## src/audio_fifo_cfg.svh

```systemverilog
// constants for the audio fifo block controller
`ifndef AUDIO_FIFO_CFG_SVH
`define AUDIO_FIFO_CFG_SVH
`define AFC_NUM_FIFOS 8
`define AFC_FIFOS_PER_MEM 4
`define AFC_IDX_W 3
`define AFC_MEM_SEL_BIT 2
`define AFC_ADDR_W 10
`define AFC_DATA_W 48
`define AFC_BLKCNT_W 16
`define AFC_RST_COUNT 10'h000
`define AFC_RST_PTR 10'h000
`define AFC_RST_BLKCNT 16'h0000
`define AFC_ONE_ADDR 10'h001
`define AFC_ONE_BLK 16'h0001
`endif

```

## src/audio_fifo_pkg.sv

```systemverilog
// types for the audio fifo block controller
`include "audio_fifo_cfg.svh"
package audio_fifo_pkg;
  typedef logic [`AFC_ADDR_W-1:0] addr_type;
  typedef logic [`AFC_DATA_W-1:0] data_type;
  typedef struct packed {
    logic sel;
    logic write;
    addr_type addr;
    data_type data;
  } mem_req_type;
  typedef struct packed {
    logic [`AFC_NUM_FIFOS-1:0][`AFC_ADDR_W-1:0] count;
    logic [`AFC_NUM_FIFOS-1:0][`AFC_ADDR_W-1:0] ptr;
    logic [`AFC_NUM_FIFOS-1:0][`AFC_BLKCNT_W-1:0] blocks;
    logic [`AFC_NUM_FIFOS-1:0] irq;
    logic [`AFC_NUM_FIFOS-1:0] event_out;
  } ctrl_state_type;
endpackage : audio_fifo_pkg

```

## src/audio_fifo_block_controller.sv

```systemverilog
// audio fifo block controller: per-fifo sample and block counting, memory steering
//
// Behaviour
// - up to eight fifos, four in first_fifo_memory and four in second_fifo_memory.
// - once configured, every sample access to an enabled fifo is steered to memory without software help.
// - each fifo keeps a counter of samples moved by the audio_dma_unit.
// - on a full block: raise that fifo's interrupt, bump block counter, advance pointer.
// - fifo interrupts go out to the dsp_core interrupt controller.
`timescale 1ns/10ps
module audio_fifo_block_controller
  import audio_fifo_pkg::*;
#(
  parameter int NUM_FIFOS = `AFC_NUM_FIFOS
) (
  // clock and reset
  input wire logic clk_i,
  input wire logic rst_i,
  // configuration from the dsp_core
  input wire logic [NUM_FIFOS-1:0] fifo_en_i,
  input wire logic [NUM_FIFOS-1:0][`AFC_ADDR_W-1:0] base_i,
  input wire logic [NUM_FIFOS-1:0][`AFC_ADDR_W-1:0] length_i,
  input wire logic [NUM_FIFOS-1:0][`AFC_ADDR_W-1:0] block_size_i,
  // sample accesses from the audio_dma_unit
  input wire logic dma_valid_i,
  input wire logic [`AFC_IDX_W-1:0] dma_fifo_i,
  input wire logic dma_write_i,
  input wire logic [`AFC_DATA_W-1:0] dma_data_i,
  output logic dma_ready_o,
  // fifo memory port
  output logic mem_valid_o,
  output logic mem_sel_o,
  output logic mem_write_o,
  output logic [`AFC_ADDR_W-1:0] mem_addr_o,
  output logic [`AFC_DATA_W-1:0] mem_data_o,
  input wire logic mem_ready_i,
  // block events
  output logic [NUM_FIFOS-1:0] irq_o,
  output logic [NUM_FIFOS-1:0] chain_event_o,
  output logic [NUM_FIFOS-1:0][`AFC_BLKCNT_W-1:0] block_count_o,
  output logic [NUM_FIFOS-1:0][`AFC_ADDR_W-1:0] sample_count_o
);
  // modulo add inside one memory; sizes are 10 bits so the carry is dropped on purpose
  function automatic logic [`AFC_ADDR_W-1:0] add_addr(input logic [`AFC_ADDR_W-1:0] a,
                                                      input logic [`AFC_ADDR_W-1:0] b);
    logic [`AFC_ADDR_W:0] sum;
    sum = {1'b0, a} + {1'b0, b};
    return sum[`AFC_ADDR_W-1:0];
  endfunction : add_addr

  ctrl_state_type s_q;
  ctrl_state_type s_d;
  mem_req_type req;
  mem_req_type out_req;
  logic buf_ready;
  logic buf_valid;
  logic accept;
  logic [`AFC_IDX_W-1:0] idx;
  logic [`AFC_ADDR_W-1:0] next_count;
  logic [`AFC_ADDR_W-1:0] next_ptr;
  logic block_done;

  assign idx = dma_fifo_i;
  // accesses to a disabled fifo are consumed and dropped so the dma never hangs
  assign accept = dma_valid_i & buf_ready & fifo_en_i[idx];
  assign next_count = add_addr(s_q.count[idx], `AFC_ONE_ADDR);
  // a block size of zero ends a block on every sample as one does, but the pointer does not advance
  assign block_done = next_count >= block_size_i[idx];
  assign next_ptr = add_addr(s_q.ptr[idx], block_size_i[idx]);

  always_comb begin
    req.sel = idx[`AFC_MEM_SEL_BIT];
    req.write = dma_write_i;
    req.addr = add_addr(base_i[idx], add_addr(s_q.ptr[idx], s_q.count[idx]));
    req.data = dma_data_i;
  end

  always_comb begin
    s_d = s_q;
    s_d.irq = '0;
    s_d.event_out = '0;
    if (accept) begin
      if (block_done) begin
        s_d.count[idx] = `AFC_RST_COUNT;
        s_d.blocks[idx] = s_q.blocks[idx] + `AFC_ONE_BLK;
        // pointer wraps to the fifo start when the next block would start at or past length_i
        if (next_ptr >= length_i[idx] || next_ptr < s_q.ptr[idx]) begin
          s_d.ptr[idx] = `AFC_RST_PTR;
        end else begin
          s_d.ptr[idx] = next_ptr;
        end
        s_d.irq[idx] = 1'b1;
        s_d.event_out[idx] = 1'b1;
      end else begin
        s_d.count[idx] = next_count;
      end
    end
  end

  always_ff @(posedge clk_i) begin
    if (rst_i) begin
      s_q <= '0;
    end else begin
      s_q <= s_d;
    end
  end

  // the buffer lets a memory stall hold two accesses before the dma sees back-pressure
  two_entry_buffer #(
    .WIDTH($bits(mem_req_type))
  ) u_buf (
    .clk_i(clk_i),
    .rst_i(rst_i),
    .in_valid_i(dma_valid_i & fifo_en_i[idx]),
    .in_data_i(req),
    .in_ready_o(buf_ready),
    .out_valid_o(buf_valid),
    .out_data_o(out_req),
    .out_ready_i(mem_ready_i)
  );

  assign dma_ready_o = buf_ready;
  assign mem_valid_o = buf_valid;
  assign mem_sel_o = out_req.sel;
  assign mem_write_o = out_req.write;
  assign mem_addr_o = out_req.addr;
  assign mem_data_o = out_req.data;
  assign irq_o = s_q.irq;
  assign chain_event_o = s_q.event_out;
  assign block_count_o = s_q.blocks;
  assign sample_count_o = s_q.count;
endmodule : audio_fifo_block_controller

```

## src/two_entry_buffer.sv

```systemverilog
// two-entry buffer with valid/ready on both sides, outputs from flops
`timescale 1ns/10ps
module two_entry_buffer #(
  parameter int WIDTH = 64
) (
  // clock and reset
  input wire logic clk_i,
  input wire logic rst_i,
  // filling side
  input wire logic in_valid_i,
  input wire logic [WIDTH-1:0] in_data_i,
  output logic in_ready_o,
  // draining side
  output logic out_valid_o,
  output logic [WIDTH-1:0] out_data_o,
  input wire logic out_ready_i
);
  typedef struct packed {
    logic [WIDTH-1:0] head;
    logic [WIDTH-1:0] tail;
    logic head_valid;
    logic tail_valid;
  } buf_state_type;

  buf_state_type s_q;
  buf_state_type s_d;
  logic push;
  logic pop;

  // ready is the registered "not full", so it never depends on out_ready_i
  assign push = in_valid_i & ~s_q.tail_valid;
  assign pop = s_q.head_valid & out_ready_i;
  assign in_ready_o = ~s_q.tail_valid;
  assign out_valid_o = s_q.head_valid;
  assign out_data_o = s_q.head;

  always_comb begin
    s_d = s_q;
    if (pop) begin
      s_d.head = s_q.tail;
      s_d.head_valid = s_q.tail_valid;
      s_d.tail_valid = 1'b0;
    end
    if (push) begin
      if (!s_d.head_valid) begin
        s_d.head = in_data_i;
        s_d.head_valid = 1'b1;
      end else begin
        s_d.tail = in_data_i;
        s_d.tail_valid = 1'b1;
      end
    end
  end

  always_ff @(posedge clk_i) begin
    if (rst_i) begin
      s_q <= '0;
    end else begin
      s_q <= s_d;
    end
  end
endmodule : two_entry_buffer

```

## config.mk

```make
export PLATFORM = sky130hd
export DESIGN_NAME = audio_fifo_block_controller
export DESIGN_NICKNAME = d
export VERILOG_FILES = /design/src/audio_fifo_pkg.sv /design/src/audio_fifo_block_controller.sv /design/src/two_entry_buffer.sv
export VERILOG_INCLUDE_DIRS = /design/src /design/src/src
export SDC_FILE = /design/constraint.sdc
export NUM_CORES = 1
export LEC_CHECK = 0
export BUFFER_PORTS_ARGS = -buffer_cell sky130_fd_sc_hd__clkbuf_2
export CAP_MARGIN = 20
export CORE_AREA = 2 2 229 231
export DETAILED_ROUTE_END_ITERATION = 10
export DIE_AREA = 0 0 231 233
export PLACE_DENSITY = 0.79
export SYNTH_ARGS = -nofsm -noshare
export SYNTH_HDL_FRONTEND = slang
export SYNTH_SLANG_ARGS = --single-unit
```

## constraint.sdc

```tcl
create_clock -name clk_i -period 11.6 [get_ports clk_i]
set_input_delay 1.74 -clock clk_i [delete_from_list [all_inputs] [get_ports clk_i]]
set_output_delay 1.74 -clock clk_i [all_outputs]
set_load 0.05 [all_outputs]
```

==> results.md <==
- Htree depth: 2
- CTS Sinks: 418
- Warnings from Yosys: 0
- CP Class: primary input to flop
- FF+latch area: 8370 µm²
- Ports: 590
- GP Congestion: 0.964
- Worst EP arrival: 8850 ps
- Area growth from synthesis to layout: 12.2%
- Top_reg_cell synth: dfxtp_1
- Core Region: 51100 µm²
- DR WL/cell: 25.3 µm
- Resized cells post-CTS: 0
- Worst hold path type: flop to flop
- CTS tree: built
- Synthesized Nets: 3229
- CP max FO: 45
- Post-synthesis register bit count: 418
- Power consumption: 0.00360 W
- Leak: 10.5 nW
- Drt drc: 0
- Nets: 3419
- Setup WS post-layout: 3260 ps
- Final max-slew violation count: 0
- CTS Buffer Depth: 3
- Most frequent cells in the layout: clkbuf_2 (585), nand2_1 (515), dfxtp_1 (417), a21oi_1 (243), nor2_1 (143)
- Post-DP HPWL: 67800 µm
- Clk Latency, worst-skew pair: 600 ps
- Clock transition at the registers of the reported paths: 60 ps
- Largest net degree at the start of global routing: 152
- Syn Area/Cell: 8.18 µm²
- Tcrit/Tclk final: 0.719
- CTS Buf Count: 44
- Final Instance Area: 26300 µm²
- Power density over cell area: 137 nW/µm²
- Post-synth ARST share: 0
- Highest Clock Rate: 120 MHz
- Gate Count Post-Synth: 2866
- Fin. Hold Viols: 0
- Maximum VDD drop: 0.140 mV
- First-pass GRT wire length: 138000 µm
- Commonest non-fill, non-tap cell in the layout: clkbuf_2
- Synth area leaders: dfxtp_1 (36%), buf_4 (9.3%), nand2_1 (8.3%), a21oi_1 (5.2%), nand3b_1 (3.1%)
- Outcome: complete, no violations
- Tightest Pin Transition: 1180 ps
- Root buf cell: clkbuf_16
- Worst Setup Start Kind: primary input
- Vias in the first global route: 21.5k
- Setup TNS: 0 ps
- Worst path required time: 12100 ps
- Top-area cell type share of the netlist area: 0.357
- Critical Path Sink Type: flop
- TritonRoute pass-1 iters: 8
- Layout Skew: 16.9 ps
- Post-CTS Repair Setup Buffers: 0
- # Max-Cap Violations: 0
- Post-synthesis sequential area ratio: 0.357
- Final setup fails: 0
- DRT iter0 DRCs: 2891
- Post-CTS Hold Buffers: 0
- Slew HR: 0.209
- Port bufs: 589
- Final min period: 8340 ps
- EDFF count, synth: 0
- Via Count: 23.2k
- Die W: 231 µm
- Dpl ws: 2790 ps
- Die area: 53800 µm²
- Yosys cell types: 84
- GR Overflow Total: 0
- RSZ-0062 raised after global routing: false
- Die H: 233 µm
- Initial Util: 0.459
- Post-synthesis cell area: 23400 µm²
- Row count: 83
- Fill cells: 4812
- Final wirelength: 95500 µm
- Number of vias per cell: 6.15
- Initial antenna violation count: 6
- Routed Antenna Nets: 0
- Multi-input logic area: 12000 µm²
- Global Route Usage Sum: 0.339
- Placed Area: 24700 µm²
- Layout cells sized above 1: 0.257
- Area leader, netlist: dfxtp_1
==> kinds of logic after synthesis <==
logic type,after synthesis,share of synthesized area
muxes,99,0.0578
AOI/OAI and AO/OA,732,0.205
and+or+nand+nor,993,0.197
adders and majority gates,59,0.0350
DFF,418,0.357
buffers and inverters,534,0.135
xor gates and xnor gates,31,0.0128
==> worst paths after layout <==
kind                                     from       endpoint  slack, ps  cells after the start
worst min-delay path            u_buf.s_q[31]  u_buf.s_q[31]        460                      2
worst max register to register       s_q[156]       s_q[171]       5790                     20
worst max-delay path            dma_fifo_i[2]       s_q[185]       3260                     17
worst min register to register  u_buf.s_q[31]  u_buf.s_q[31]        460                      2
==> Yosys cell counts (all sizes together), types with 16 or more instances <==
cell	instances
inv	43
and4	16
nand2	516
a21oi	244
nand3	97
mux2i	49
a22o	18
nand3b	96
a311oi	58
ha	48
a221oi	44
a22oi	82
xnor2	20
nor2	159
o21ai	137
nand4	16
o31ai	39
mux4	26
dfxtp	418
buf	335
clkbuf	156
mux2	24
==> critical path, stage by stage <==
cell and delay (ps):
buf_4 360, buf_4 550, nor2b_1 940, a221oi_1 180, o21ai_0 900, and3_1 350, nand3_1 110, xor2_1 830
inv_1 140, ha_1 350, nand4_1 90, nor3_1 190, a21oi_1 110, and2_1 480, nor2_2 980, nand2_1 250
o21ai_0 250
==> where the power goes <==
part | internal, W | total [W] | switching, W
combinational | 0.000180 | 0.000595 | 0.000415
clock | 0.000901 | 0.00153 | 0.000627
sequential | 0.00146 | 0.00148 | 0.0000165
==> sequential cells by signal (all words and copies together), names as in the netlist <==
name	flops
u_buf.out_data_o	60
chain_event_o	8
sample_count_o	80
u_buf.out_valid_o	1
u_buf.s_q	61
block_count_o	128
s_q	80
==> layout make-up <==
cell class / count / area share
multi-input combinational: 1914 / 0.455
sequential: 418 / 0.318
timing repair buffer: 635 / 0.128
clock buffer: 65 / 0.0498
tap: 680 / 0.0324
clock inverter: 17 / 0.00971
inverter: 43 / 0.00614
antenna: 6 / 0.000571
==> per-layer routing <==
metal | part of all wire | GRT usage
met5 | 0.00010 | 0
met4 | 0.059 | 0.178
met3 | 0.12 | 0.0934
met2 | 0.47 | 0.567
met1 | 0.35 | 0.397
==> stage by stage <==
step / util / cells / hold slack, ps
2_1_floorplan: - / 2866 / 427
3_3_place_gp: 0.482 / 3686 / 437
3_5_place_dp: 0.483 / 3688 / 442
4_1_cts: 0.514 / 3770 / 451
5_1_grt: 0.514 / 3776 / 474
6_report: 0.515 / 3778 / 455
No activity file was read; power rests on OpenSTA's default activity.
